--- config.mk ---
export PLATFORM = sky130hd
export DESIGN_NAME = pio_dev_end_flat
export DESIGN_NICKNAME = d
export VERILOG_FILES = /design/src/proto_pkg.sv /design/src/pio_link_if.sv /design/src/pio_dev_end.sv /design/src/flat_wrapper.sv
export SDC_FILE = /design/constraint.sdc
export NUM_CORES = 1
export LEC_CHECK = 0
export ABC_CLOCK_PERIOD_IN_PS = 4400
export BUFFER_PORTS_ARGS = -buffer_cell sky130_fd_sc_hd__buf_2
export CORE_MARGIN = 1
export CORE_UTILIZATION = 35
export CTS_CLUSTER_SIZE = 24
export DETAILED_ROUTE_END_ITERATION = 6
export PLACE_DENSITY_LB_ADDON = 0.25
export SYNTH_ARGS = -nofsm -noshare
export SYNTH_HDL_FRONTEND = slang
export SYNTH_SLANG_ARGS = --single-unit
--- constraint.sdc ---
create_clock -name i_sys_clk -period 4.4 [get_ports i_sys_clk]
set_input_delay 0.66 -clock i_sys_clk [delete_from_list [all_inputs] [get_ports i_sys_clk]]
set_output_delay 0.66 -clock i_sys_clk [all_outputs]
set_load 0.03 [all_outputs]
--- src/proto_pkg.sv ---
package proto_pkg;

   // ************************************************************
   // Timing
   // ************************************************************
   localparam int CLK_PERIOD_PS = 5000;
   localparam int STATUS_WAIT_NS = 400;
   localparam int BSY_LIMIT_NS = 400;
   // Host wait before a Status read, rounded up to whole cycles.
   localparam int STATUS_WAIT_CYC =
      (STATUS_WAIT_NS * 1000 + CLK_PERIOD_PS - 1) / CLK_PERIOD_PS;
   // Latest cycle for BSY after a Command write, rounded down.
   localparam int BSY_LIMIT_CYC = (BSY_LIMIT_NS * 1000) / CLK_PERIOD_PS;

   // ************************************************************
   // Register selects on the parallel port
   // ************************************************************
   localparam logic [2:0] SEL_DATA = 3'h0;
   localparam logic [2:0] SEL_ERROR = 3'h1;
   localparam logic [2:0] SEL_COUNT = 3'h2;
   localparam logic [2:0] SEL_STATUS = 3'h7;
   localparam logic [2:0] SEL_ALTSTATUS = 3'h6;

   // ************************************************************
   // Status and Error bit positions
   // ************************************************************
   localparam int ST_BSY = 7;
   localparam int ST_DRQ = 3;
   localparam int ST_ERR = 0;
   localparam int ERR_ABRT = 2;

   // ************************************************************
   // Identification word and cable bit
   // ************************************************************
   localparam int ID_CABLE_WORD = 93;
   localparam int ID_CABLE_BIT = 13;

   // Command classes as coded by the command opcode's top bit.
   localparam logic [7:0] CMD_CLASS_DATAIN = 8'h80;
   // Identification opcodes are flagged by this bit beside the class bit.
   localparam logic [7:0] CMD_IDENT_FLAG = 8'h40;

   // ************************************************************
   // Local port register map (host controller)
   // ************************************************************
   localparam logic [3:0] HREG_CMD = 4'h0;
   localparam logic [3:0] HREG_CTRL = 4'h1;
   localparam logic [3:0] HREG_STAT = 4'h2;
   localparam logic [3:0] HREG_DATA = 4'h3;
   localparam logic [3:0] HREG_WCNT = 4'h4;

   // Local port register map (device controller).
   localparam logic [3:0] DREG_CTRL = 4'h0;
   localparam logic [3:0] DREG_CMD = 4'h1;
   localparam logic [3:0] DREG_STAT = 4'h2;
   localparam logic [3:0] DREG_WORD = 4'h3;
   localparam logic [3:0] DREG_LIMIT = 4'h4;

endpackage

--- src/pio_link_if.sv ---
`timescale 1ns/100ps
interface pio_link_if;
   logic [2:0] sel;
   logic wr_stb;
   logic rd_stb;
   logic [15:0] wdata;
   logic [15:0] rdata;
   logic intrq;
   logic nien;
   logic cable_detn;

   modport device (
      input sel, wr_stb, rd_stb, wdata, nien, cable_detn,
      output rdata, intrq
   );
   modport host (
      output sel, wr_stb, rd_stb, wdata, nien,
      input rdata, intrq
   );
endinterface // pio_link_if

--- src/pio_dev_end.sv ---
// Decided for this implementation: the address map and strobed register access.
`timescale 1ns/100ps
module pio_dev_end #(
   parameter int WORDS_PER_BLOCK = 256,
   parameter int PREP_CYCLES = 8
) (
   // Clock and reset.
   input wire logic i_sys_clk,
   input wire logic i_rstn,
   // Link.
   pio_link_if.device link,
   // Local port.
   input wire logic [3:0] i_addr,
   input wire logic [15:0] i_wdata,
   input wire logic i_wr,
   input wire logic i_rd,
   output logic [15:0] o_rdata,
   // Data source.
   input wire logic [15:0] i_word,
   output logic o_word_take,
   output logic o_cmd_stb,
   output logic [7:0] o_cmd
);

   // ************************************************************
   // State
   // ************************************************************
   typedef enum logic [2:0] {
      ST_IDLE = 3'b000,
      ST_EXEC = 3'b001,
      ST_PREP = 3'b010,
      ST_RDYI = 3'b011,
      ST_XFER = 3'b100
   } phase_type;

   typedef struct packed {
      phase_type phase;
      logic bsy;
      logic drq;
      logic err;
      logic pend;
      logic intrq;
      logic ident;
      logic cable;
      logic [7:0] cmd;
      logic [7:0] prep_cnt;
      logic [15:0] word_idx;
      logic [15:0] word_lim;
      logic [15:0] blk_left;
      logic done_req;
      logic abort_req;
      logic [15:0] rdata;
      logic [15:0] lrdata;
      logic take;
      logic cmd_stb;
   } state_type;

   state_type s_q;
   state_type s_d;
   logic [15:0] word_out;
   logic data_rd;
   logic status_rd;

   // Decodes of the host strobes.
   assign data_rd = link.rd_stb && (link.sel == proto_pkg::SEL_DATA);
   assign status_rd = link.rd_stb && (link.sel == proto_pkg::SEL_STATUS);

   // Word sent to host: cable bit is patched into identification word.
   always_comb begin
      word_out = i_word;
      if (s_q.ident &&
          s_q.word_idx == 16'(proto_pkg::ID_CABLE_WORD)) begin
         word_out[proto_pkg::ID_CABLE_BIT] = s_q.cable;
      end
   end

   // Next-state logic for the whole device end.
   always_comb begin
      s_d = s_q;
      s_d.take = 1'b0;
      s_d.cmd_stb = 1'b0;
      // Local control writes request completion or abort.
      if (i_wr && i_addr == proto_pkg::DREG_CTRL) begin
         s_d.done_req = i_wdata[0];
         s_d.abort_req = i_wdata[1];
      end
      if (i_wr && i_addr == proto_pkg::DREG_LIMIT) begin
         s_d.word_lim = i_wdata;
      end
      // Host register reads.
      unique case (link.sel)
         proto_pkg::SEL_STATUS, proto_pkg::SEL_ALTSTATUS: begin
            s_d.rdata = {8'h0, s_q.bsy, 3'h0, s_q.drq, 2'h0, s_q.err};
         end
         proto_pkg::SEL_ERROR: begin
            s_d.rdata = {13'h0, s_q.err, 2'h0};
         end
         proto_pkg::SEL_DATA: begin
            s_d.rdata = word_out;
         end
         default: begin
            s_d.rdata = 16'h0;
         end
      endcase
      unique case (s_q.phase)
         ST_IDLE: begin
            if (status_rd) begin
               s_d.pend = 1'b0;
               s_d.intrq = 1'b0;
            end
            if (link.wr_stb && link.sel == proto_pkg::SEL_COUNT) begin
               s_d.blk_left = link.wdata;
            end
            if (link.wr_stb && link.sel == proto_pkg::SEL_STATUS) begin
               s_d.cmd = link.wdata[7:0];
               s_d.cmd_stb = 1'b1;
               s_d.bsy = 1'b1;
               s_d.drq = 1'b0;
               s_d.err = 1'b0;
               s_d.intrq = 1'b0;
               s_d.done_req = 1'b0;
               s_d.abort_req = 1'b0;
               s_d.prep_cnt = 8'h0;
               s_d.word_idx = 16'h0;
               s_d.ident = link.wdata[7] && link.wdata[6];
               if (link.wdata[7]) begin
                  s_d.phase = ST_PREP;
                  s_d.pend = 1'b0;
                  s_d.cable = ~link.cable_detn;
               end else begin
                  s_d.phase = ST_EXEC;
                  s_d.pend = 1'b1;
               end
            end
         end
         ST_EXEC: begin
            if (s_q.done_req || s_q.abort_req) begin
               s_d.err = s_q.abort_req;
               s_d.bsy = 1'b0;
               s_d.intrq = ~link.nien;
               s_d.done_req = 1'b0;
               s_d.abort_req = 1'b0;
               s_d.phase = ST_IDLE;
            end
         end
         ST_PREP: begin
            s_d.prep_cnt = s_q.prep_cnt + 8'h1;
            if (s_q.abort_req) begin
               s_d.err = 1'b1;
               s_d.bsy = 1'b0;
               s_d.pend = 1'b1;
               s_d.intrq = ~link.nien;
               s_d.abort_req = 1'b0;
               s_d.phase = ST_IDLE;
            end else if (s_q.prep_cnt == 8'(PREP_CYCLES - 1)) begin
               s_d.bsy = 1'b0;
               s_d.drq = 1'b1;
               s_d.word_idx = 16'h0;
               if (link.nien) begin
                  s_d.phase = ST_XFER;
               end else begin
                  s_d.pend = 1'b1;
                  s_d.intrq = 1'b1;
                  s_d.phase = ST_RDYI;
               end
            end
         end
         ST_RDYI: begin
            if (status_rd) begin
               s_d.pend = 1'b0;
               s_d.intrq = 1'b0;
               s_d.phase = ST_XFER;
            end
         end
         ST_XFER: begin
            if (data_rd) begin
               s_d.take = 1'b1;
               s_d.word_idx = s_q.word_idx + 16'h1;
               if (s_q.word_idx + 16'h1 >= s_q.word_lim ||
                   s_q.word_idx == 16'(WORDS_PER_BLOCK - 1)) begin
                  s_d.drq = 1'b0;
                  s_d.blk_left = s_q.blk_left - 16'h1;
                  if (s_q.blk_left <= 16'h1) begin
                     s_d.bsy = 1'b0;
                     s_d.pend = 1'b0;
                     s_d.phase = ST_IDLE;
                  end else begin
                     s_d.bsy = 1'b1;
                     s_d.prep_cnt = 8'h0;
                     s_d.phase = ST_PREP;
                  end
               end
            end
         end
         default: begin
            s_d.phase = ST_IDLE;
         end
      endcase
      // Local register reads.
      unique case (i_addr)
         proto_pkg::DREG_STAT: begin
            s_d.lrdata = {8'h0, s_q.bsy, s_q.drq, s_q.err, s_q.pend,
                          s_q.intrq, s_q.phase};
         end
         proto_pkg::DREG_CMD: begin
            s_d.lrdata = {8'h0, s_q.cmd};
         end
         proto_pkg::DREG_WORD: begin
            s_d.lrdata = s_q.word_idx;
         end
         proto_pkg::DREG_LIMIT: begin
            s_d.lrdata = s_q.word_lim;
         end
         default: begin
            s_d.lrdata = 16'h0;
         end
      endcase
      // Local read data stand only in the cycle after the read strobe.
      if (!i_rd) begin
         s_d.lrdata = 16'h0;
      end
   end

   // State register.
   always_ff @(posedge i_sys_clk or negedge i_rstn) begin
      if (!i_rstn) begin
         s_q <= '0;
         s_q.word_lim <= 16'(WORDS_PER_BLOCK);
      end else begin
         s_q <= s_d;
      end
   end

   assign link.rdata = s_q.rdata;
   assign link.intrq = s_q.intrq;
   assign o_rdata = s_q.lrdata;
   assign o_word_take = s_q.take;
   assign o_cmd_stb = s_q.cmd_stb;
   assign o_cmd = s_q.cmd;

endmodule // pio_dev_end

--- src/flat_wrapper.sv ---
// flat-port wrapper written by rule: the top's interface ports become plain ports
module pio_dev_end_flat 
#(
   parameter int WORDS_PER_BLOCK = 256,
   parameter int PREP_CYCLES = 8
)
  (i_sys_clk, i_rstn, i_addr, i_wdata, i_wr, i_rd, o_rdata, i_word, o_word_take, o_cmd_stb, o_cmd, link_sel, link_wr_stb, link_rd_stb, link_wdata, link_nien, link_cable_detn, link_rdata, link_intrq);
  pio_link_if link_i ();
  input wire logic i_sys_clk;
  input wire logic i_rstn;
  input wire logic [3:0] i_addr;
  input wire logic [15:0] i_wdata;
  input wire logic i_wr;
  input wire logic i_rd;
  output logic [15:0] o_rdata;
  input wire logic [15:0] i_word;
  output logic o_word_take;
  output logic o_cmd_stb;
  output logic [7:0] o_cmd;
  input wire logic [$bits(link_i.sel)-1:0] link_sel;
  input wire logic [$bits(link_i.wr_stb)-1:0] link_wr_stb;
  input wire logic [$bits(link_i.rd_stb)-1:0] link_rd_stb;
  input wire logic [$bits(link_i.wdata)-1:0] link_wdata;
  input wire logic [$bits(link_i.nien)-1:0] link_nien;
  input wire logic [$bits(link_i.cable_detn)-1:0] link_cable_detn;
  output wire logic [$bits(link_i.rdata)-1:0] link_rdata;
  output wire logic [$bits(link_i.intrq)-1:0] link_intrq;
  assign link_i.sel = link_sel;
  assign link_i.wr_stb = link_wr_stb;
  assign link_i.rd_stb = link_rd_stb;
  assign link_i.wdata = link_wdata;
  assign link_i.nien = link_nien;
  assign link_i.cable_detn = link_cable_detn;
  assign link_rdata = link_i.rdata;
  assign link_intrq = link_i.intrq;
  pio_dev_end #(.WORDS_PER_BLOCK(WORDS_PER_BLOCK), .PREP_CYCLES(PREP_CYCLES)) u_core (.i_sys_clk(i_sys_clk), .i_rstn(i_rstn), .link(link_i), .i_addr(i_addr), .i_wdata(i_wdata), .i_wr(i_wr), .i_rd(i_rd), .o_rdata(o_rdata), .i_word(i_word), .o_word_take(o_word_take), .o_cmd_stb(o_cmd_stb), .o_cmd(o_cmd));
endmodule
Yosys cells after proc, flatten, opt, wreduce, memory -nomap -nowiden:

Index checks and enable logic that the tools add are counted.
Widths: inputs -> output; s select.

* output and inout port bits: 43
* register bits: 110
* input bits: 63
* logic and storage cells: 138

* reduce and logical (&&, ||, !) cells: 31
* $add $sub $neg: 3
* equality and inequality tests: 28
* magnitude comparators: 2
* mux-type cells: 53
* bitwise operators: 2

Operators by type and width (number)
* $mux 16: 6
* $pmux 24 s3: 1
* $pmux 16 s4: 1
* $pmux 16 s3: 1
* $mux 42: 1
* $pmux 16 s2: 1
* $mux 24: 1
* $reduce_and 6->1: 4
* $ne 2x1->1 const B: 9
* $add 16x1->16 const B: 1
* $eq 16x7->1 const B: 1
* $eq 16x8->1 const B: 1
* $ge 16x16->1: 1
* $le 16x1->1 const B: 1
* $mux 2: 8
* $mux 8: 2
* $sub 16x1->16 const B: 1
* $mux 1: 15
* $mux 5: 3
* $pmux 3 s5: 1
* $pmux 1 s4: 3
* $reduce_and 4->1: 3
* $reduce_bool 4->1: 3
* $reduce_and 5->1: 2
* other kinds (25): 48

Longest topological paths before layout:

Gate-level depths: netlist of the first run.

* depth in word-level cells: 6
* mapped depth: 13
* mapped depth without buffers: 12

Least setup slack after synthesis of the first run:

OpenSTA, ideal clock, no wires.

* path kind: register -> register
* start point: register u_core.s_q[70] in the netlist's numbering
* end point: register u_core.s_q[105] in the netlist's numbering
* data required time: 4.272 ns
* period minus slack after synthesis: 3.606 ns
* stages on the path, launching flop included: 13
* arrival: 3.479 ns
* path buffers: 1
* library setup time: 0.128 ns
* slack: 0.794 ns
* path through: dfrtp_1 -> clkbuf_1 -> nand4_1 -> nor4_1 -> and3_1 -> xor2_1 -> ha_1 -> and4_1 -> a2111oi_0 -> o211a_2 -> nand3_2 -> nor2b_1 -> mux2_1

* longest elaborated chain between the ends: 5
* elaborated cells on any way between the ends: 6
* those cells by class: 1 x add/sub; 1 x order compare; 2 x eq/ne; 2 x reduce/logical

Ends and longest elaborated chain
* from (decl): RTL line pio_dev_end.sv:58 `state_type s_q;`
* $add 16x1->16: RTL line pio_dev_end.sv:179 `if (s_q.word_idx + 16'h1 >= s_q.word_lim ||`
* $ge 16x16->1: RTL line pio_dev_end.sv:179
* $logic_or 1x1->1 (*): RTL line pio_dev_end.sv:179
* $ne 2x1->1 (no source line) (*)
* $reduce_and 6->1 (no source line) (*)

Mark *: on every way between the ends. The rest lies on a longest branch, timed or not.
A chain may end at the register's enable or synchronous reset.

Final worst setup path of the first run:

* start point: register u_core.s_q[68] in the netlist's numbering
* end point: register u_core.s_q[50] in the netlist's numbering

* longest elaborated chain between the ends: 5
* elaborated cells on any way between the ends: 6
* those cells by class: 1 x add/sub; 1 x order compare; 2 x eq/ne; 2 x reduce/logical

Ends and longest elaborated chain (RTL line)
* $add 16x1->16: pio_dev_end.sv:179
* $ge 16x16->1: pio_dev_end.sv:179
* $logic_or 1x1->1 (*): pio_dev_end.sv:179
* $ne 2x1->1 (no source line) (*)
* $reduce_and 4->1 (no source line) (*)

Marked as above.

==> flow_metrics.env, run 1 <==
export IMPL_power_frac_seq=0.466
export IMPL_p_sw_uw=997.9
export IMPL_rsz_0062_raised_after_global_routing="no"
export IMPL_route_met2_wl_um=7788
export IMPL_crit_buf_inv=0
export IMPL_tritoncts="built"
export IMPL_synth_cell_type_count=67
export IMPL_grt_antenna_before_repair=0
export IMPL_final_nets=796
export IMPL_core_area_sq_um=17240
export IMPL_placement_io_buffers=105
export IMPL_cts_hold_fix_buffers=0
export IMPL_drt_total_wl_um=16260
export IMPL_netlist_top_cell_by_area="dfrtp_1"
export IMPL_clock_tree_htree_level_count=3
export IMPL_detailedPlacementHpwl_um=12000
export IMPL_timing_fmax_mhz=256.2
export IMPL_ant_nets=0
export IMPL_result_of_the_run="finished, final reports clean"
export IMPL_syn_to_final_growth_pct=13.14
export IMPL_cts_sinks=110
export IMPL_drive_above_1_share=0.2413
export IMPL_die_area_sq_um=18170
export IMPL_hold_class="in2async"
export IMPL_min_period_ps=3903
export IMPL_timing_setup_critical_path_class="reg2reg"
export IMPL_synth_edff_count=0
export IMPL_cellPowerDensity_nw_per_um2=428.1
export IMPL_max_slew_worst_pin_slew_ps=1068
export IMPL_top_level_ports=106
export IMPL_synthesis_yosys_warnings=0
export IMPL_postSynthAreaPerCell_sq_um=9.438
export IMPL_worstSkewPairLatency_ps=360
export IMPL_cp_cell_sequence="ha_1, nand3_1, nor3_1, nand3_1, xnor2_1, ha_1, nand4_1, nor3_1, o311ai_1, a31oi_4, o21ai_0, o2bb2ai_1"
export IMPL_clock_pin_slew_on_the_worst_setup_and_hold_paths_ps=80
export IMPL_weighted_congestion_reported_at_the_end_of_routability_driven_placement=0.8625
export IMPL_timing_final_crit_share=0.8870
export IMPL_wl_met1_um=7485
export IMPL_max_vdd_ir_drop_uv=196.0
export IMPL_worstReg2RegEnd="u_core.s_q[50]"
export IMPL_die_h_um=134.8
export IMPL_timing_critical_path_arrival_ps=4140
export IMPL_cts_buffer_depth=2
export IMPL_final_core_utilization=0.4051
export IMPL_post_cts_resized=0
export IMPL_start_util=0.3581
export IMPL_drc=0
export IMPL_numCtsBuffers=9
export IMPL_diodes=0
export IMPL_grt_start_max_net_pins=44
export IMPL_combinational_power_share=0.231
export IMPL_cts_setup_buffers=0
export IMPL_critical_path_slowest_cell="a31oi_4"
export IMPL_die_w_um=134.8
export IMPL_detail_route_wl_per_cell_um=17.26
export IMPL_ys_seq_elements=110
export IMPL_power_frac_clock=0.304
export IMPL_synthArstFlopShare=1.000
export IMPL_total_leakage_power_uw=0.003445
export IMPL_maxUsedRoutingLayer="met4"
export IMPL_drt_pre_antenna_iters=4
export IMPL_dr_wl_met3_um=775
export IMPL_detail_route_iter0_violations=288
export IMPL_largest_delay_share_family_worst_path="compound AO/OA/AOI/OAI gates"
export IMPL_worstReg2RegStart="u_core.s_q[68]"
export IMPL_worstRegToRegCells=12
export IMPL_multi_input_gate_area_in_the_final_layout_sq_um=2918
export IMPL_wire_length_of_the_first_global_routing_pass_um=26140
export IMPL_layout_filler_cells=1731
export IMPL_cpPeakStageDelay_ps=690
export IMPL_skew_ps=10.16
export IMPL_vias=5060
export IMPL_final_max_slew_violation_count=0
export IMPL_globalRouteTotalUtil=0.1864
export IMPL_power_switching_fraction=0.3338
export IMPL_timing_max_slew_rel_slack=0.2843
export IMPL_synth_seq_area_share=0.4462
export IMPL_dp_worst_setup_slack_ps=530.2
export IMPL_critPathRequiredTime_ps=4640
export IMPL_globalRoute_totalOverflow=0
export IMPL_drv_max_cap_violation_count=0
export IMPL_mappedNetlistNets=738
export IMPL_clock_tree_root_cell="clkbuf_16"
export IMPL_p_int_uw=1992
export IMPL_worst_r2r_setup_slack_ps=500
export IMPL_path_max_fanout=23
export IMPL_cp_start_kind="register"
export IMPL_post_route_worst_setup_slack_ps=497.3
export IMPL_tns_ps=0
export IMPL_synth_ff_type="dfrtp_1"
export IMPL_syn_area_sq_um=6172
export IMPL_viasPerCell=5.372
export IMPL_synthTopCellsByArea="dfrtp_1 44%, buf_4 4.9%, nand2_1 4.7%"
export IMPL_synthCells=654
export IMPL_finalHoldViolations=0
export IMPL_critical_path_endpoint_type="register"
export IMPL_grt_pass1_vias=4902
export IMPL_core_rowCount=48
export IMPL_synth_top_cell_area_share=0.4419
export IMPL_setup_violations_final=0
export IMPL_register_area_sq_um=2754
==> registers in the layout, summed over array words and instances (netlist names) <==
signal              flops
u_core.link.intrq       1
u_core.o_cmd_stb        1
u_core.o_rdata         16
u_core.o_cmd            8
u_core.link.rdata      16
u_core.o_word_take      1
u_core.s_q             67
==> how the worst max path moves through the flow <==
stage                               from              end  slack [ps]  cells after the start
final                     u_core.s_q[68]   u_core.s_q[50]         500                     12
after CTS                 u_core.s_q[68]   u_core.s_q[50]         510                     12
after floorplan           u_core.s_q[70]  u_core.s_q[105]         790                     12
after global placement    u_core.s_q[68]   u_core.s_q[50]         740                     12
after detailed placement  u_core.s_q[68]   u_core.s_q[50]         530                     12
after global routing      u_core.s_q[68]   u_core.s_q[42]         220                     12
==> power groups by stage <==
stage / sequential [uW] / clock [uW] / combinational (uW)
floorplan: 1330 / 0 / 537
finish: 1390 / 908 / 690
global route: 1420 / 972 / 775
global placement: 1400 / 0 / 667
CTS: 1390 / 931 / 694
detailed placement: 1410 / 0 / 690
==> routing by layer <==
metal / vias to the layer above / track usage
met4: 0 / 0.04432
met5: - / 0
met2: 113 / 0.2995
met1: 2514 / 0.2512
met3: 14 / 0.04692
li1: 2419 / -
==> cell usage after synthesis, drive strengths merged, types with 3 or more instances <==
cell type and instances:
or2 8, inv 25, nand2 78, xnor2 8
nor3 19, nor2b 5, nand3 25, o2bb2ai 10
nor2 48, a222oi 8, o21ai 35, o31ai 5
dfrtp 109, nor4b 3, a22o 12, a22oi 11
clkbuf 24, a31oi 5, and2 16, mux2 18
and4 3, a21o 5, or3 3, nand4 3
ha 21, xor2 8, or4 7, a21oi 36
and3 9, buf 44, a211o 6, nor4 7
==> cell usage in the layout, fill, tap and decap left out, types with 6 or more instances in the layout <==
master / count
dfrtp_1: 109
buf_2: 104
nand2_1: 78
nor2_1: 48
o21ai_0: 33
a21oi_1: 30
inv_1: 25
nand3_1: 23
ha_1: 21
nor3_1: 18
mux2_2: 17
and2_1: 15
a22o_1: 12
a22oi_1: 11
buf_4: 11
o2bb2ai_1: 10
and3_1: 9
clkbuf_16: 9
a222oi_1: 8
or2_2: 8
xnor2_1: 8
xor2_1: 8
nor4_1: 7
or4_1: 6
a21oi_2: 6
a211o_1: 6
==> through the flow <==
| stage | power, uW | hold WS [ps] | instances | area, sq um |
|---|---|---|---|---|
| after global routing | 3167 | 327.5 | 942 | 6983 |
| after floorplan | 1871 | 364.4 | 654 | 6172 |
| final | 2989 | 283.7 | 942 | 6983 |
| after global placement | 2062 | 470.1 | 926 | 6654 |
| after detailed placement | 2095 | 474.2 | 926 | 6654 |
| after CTS | 3013 | 291.0 | 942 | 6983 |
==> logic make-up (layout without fill, tap and decap cells) <==
family | count (synthesis) | count (layout) | synth area share
AO/OA/AOI/OAI | 150 | 150 | 0.1705
adder cells (fa/ha/maj) | 21 | 21 | 0.04257
multiplexers | 20 | 20 | 0.03608
flip-flops | 110 | 110 | 0.4462
XOR/XNOR | 16 | 16 | 0.02271
buffers and inverters | 94 | 157 | 0.08433
AND/OR/NAND/NOR | 243 | 243 | 0.1977
==> worst register-to-register path, cell delays in order (launching register included) <==
cell and delay, ps:
dfrtp_1 510, ha_1 330, nand3_1 140, nor3_1 430, nand3_1 220, xnor2_1 170
ha_1 310, nand4_1 100, nor3_1 250, o311ai_1 240, a31oi_4 690, o21ai_0 210
o2bb2ai_1 160
==> area by class of cell <==
class,instances,share of cell area
Clock buffer,9,0.03225
Tap cell,225,0.04032
Multi-Input combinational cell,450,0.4178
Inverter,26,0.01398
Sequential cell,110,0.3944
Clock inverter,7,0.01487
Timing Repair Buffer,115,0.08636
Note: power is estimated with default switching activity, not from simulation.
==> inputs of run 2 (changes only) <==
==> constraint.sdc (replaced) <==
create_clock -name i_sys_clk -period 4.4 [get_ports i_sys_clk]
set_input_delay 0.88 -clock i_sys_clk [delete_from_list [all_inputs] [get_ports i_sys_clk]]
set_output_delay 0.88 -clock i_sys_clk [all_outputs]
set_load 0.03 [all_outputs]
==> run 2 against run 1 <==
Net effect:
- global-route usage about the same
- via count is 1.1% lower
- clock-buffer cell count stayed put
- clock skew up 3.5 ps
- cell count is the same
- total power up 0.11%
- critical path type unchanged
- critical endpoint unchanged
==> flow_metrics.env, run 2 (synthesis results as in run 1) <==
export IMPL_path_max_fanout=23
export IMPL_die_area_sq_um=18170
export IMPL_detail_route_iter0_violations=380
export IMPL_globalRouteTotalUtil=0.1862
export IMPL_hold_class="reg2reg"
export IMPL_die_h_um=134.8
export IMPL_cp_start_kind="register"
export IMPL_final_nets=796
export IMPL_die_w_um=134.8
export IMPL_start_util=0.3581
export IMPL_timing_final_crit_share=0.8882
export IMPL_drc=0
export IMPL_critical_path_endpoint_type="register"
export IMPL_grt_pass1_vias=4943
export IMPL_timing_max_slew_rel_slack=0.3409
export IMPL_skew_ps=13.65
export IMPL_clock_pin_slew_on_the_worst_setup_and_hold_paths_ps=80
export IMPL_max_flop_register="u_core.s_q"
export IMPL_instances_no_fill=942
export IMPL_largest_register_ffs=67
export IMPL_wire_length_of_the_first_global_routing_pass_um=26180
export IMPL_crit_path_start="u_core.s_q[68]"
export IMPL_layout_filler_cells=1737
export IMPL_weighted_congestion_reported_at_the_end_of_routability_driven_placement=0.8626
export IMPL_hold_start="u_core.s_q[43]"
export IMPL_diodes=0
export IMPL_final_core_utilization=0.4053
export IMPL_tritoncts="built"
export IMPL_worstSkewPairLatency_ps=360
export IMPL_dp_cells=926
export IMPL_rsz_0062_raised_after_global_routing="no"
export IMPL_timing_setup_critical_path_class="reg2reg"
export IMPL_cts_hold_fix_buffers=0
export IMPL_placement_io_buffers=105
export IMPL_syn_to_final_growth_pct=13.18
export IMPL_post_cts_resized=0
export IMPL_detail_route_wl_per_cell_um=17.23
export IMPL_layout_common_cells="109 x dfrtp_1, 104 x buf_2, 78 x nand2_1"
export IMPL_drt_pre_antenna_iters=5
export IMPL_cts_sinks=110
export IMPL_grt_antenna_before_repair=0
export IMPL_drv_max_cap_violation_count=0
export IMPL_grt_start_max_net_pins=60
export IMPL_worstReg2RegStart="u_core.s_q[68]"
export IMPL_numCtsBuffers=9
export IMPL_critPathRequiredTime_ps=4630
export IMPL_timing_critical_path_arrival_ps=4140
export IMPL_top_level_ports=106
export IMPL_total_leakage_power_uw=0.003444
export IMPL_final_max_slew_violation_count=0
export IMPL_core_rowCount=48
export IMPL_setup_violations_final=0
export IMPL_finalHoldViolations=0
export IMPL_timing_fmax_mhz=255.9
export IMPL_vias=5002
export IMPL_result_of_the_run="finished, final reports clean"
export IMPL_tns_ps=0
export IMPL_drt_total_wl_um=16230
export IMPL_viasPerCell=5.310
export IMPL_clock_tree_htree_level_count=3
export IMPL_max_vdd_ir_drop_uv=194.4
export IMPL_core_area_sq_um=17240
export IMPL_drive_above_1_share=0.2413
export IMPL_cellPowerDensity_nw_per_um2=428.4
export IMPL_clock_tree_root_cell="clkbuf_16"
export IMPL_min_period_ps=3908
export IMPL_ant_nets=0
export IMPL_max_slew_worst_pin_slew_ps=984.5
export IMPL_layout_commonest_cell="dfrtp_1"
export IMPL_detailedPlacementHpwl_um=11870
export IMPL_globalRoute_totalOverflow=0
export IMPL_cts_buffer_depth=2
export IMPL_cts_setup_buffers=0
[run 2: cell types whose count changed in the layout (fill, tap and decap cells not counted), sizes merged]
cell | before | now
clkinv | 1 | 2
inv | 28 | 27
[run 2: report_power, final]
part	switching (uW)	internal [uW]	leakage, uW
clock	402	508	0.000156
sequential	205	1190	0.00145
combinational	393	296	0.00184
total	1000	1990	0.00344
[run 2: layout make-up]
cell class	instances	area [sq um]	area share
multi-input cells	450	2918	0.4177
flip-flops and latches	110	2754	0.3942
clock buffers	9	225.2	0.03224
inverters	26	97.59	0.01397
repair buffers	115	603.1	0.08633
clock inverters	7	106.4	0.01522
well taps	225	281.5	0.04030
[run 2: final timing paths]
kind	end	slack, ps	cells after the start
setup reg to reg	u_core.s_q[50]	490	12
max in group asynchronous	u_core.s_q[60]	2940	2
setup / recovery	u_core.s_q[50]	490	12
min in group asynchronous	u_core.s_q[73]	590	1
hold / removal	u_core.s_q[43]	490	1
hold reg to reg	u_core.s_q[43]	490	1
[run 2: metal layers]
layer,global-route usage,up-vias,wire (um)
met5,0,-,0
met3,0.04767,7,886
met4,0.04120,0,124
met2,0.3044,122,7842
met1,0.2472,2464,7378
li1,-,2409,-
[run 2: worst max-delay path, stage by stage, from the launching register on]
cell and delay [ps]:
dfrtp_1 510, ha_1 320, nand3_1 150, nor3_1 390, nand3_1 210, xnor2_1 170, ha_1 310, nand4_1 110
nor3_1 290, o311ai_1 240, a31oi_4 670, o21ai_0 220, o2bb2ai_1 180
[run 2: metrics by stage]
stage / setup WS (ps) / instance area, sq um / total power, uW / hold slack [ps]
after floorplan: 793.6 / 6172 / 1871 / 431.1
after global placement: 692.5 / 6654 / 2061 / 468.9
after detailed placement: 507.5 / 6654 / 2092 / 475.1
after CTS: 510.4 / 6985 / 3016 / 498.3
after global routing: 94.64 / 6985 / 3172 / 522.8
final: 492.0 / 6985 / 2993 / 494.2
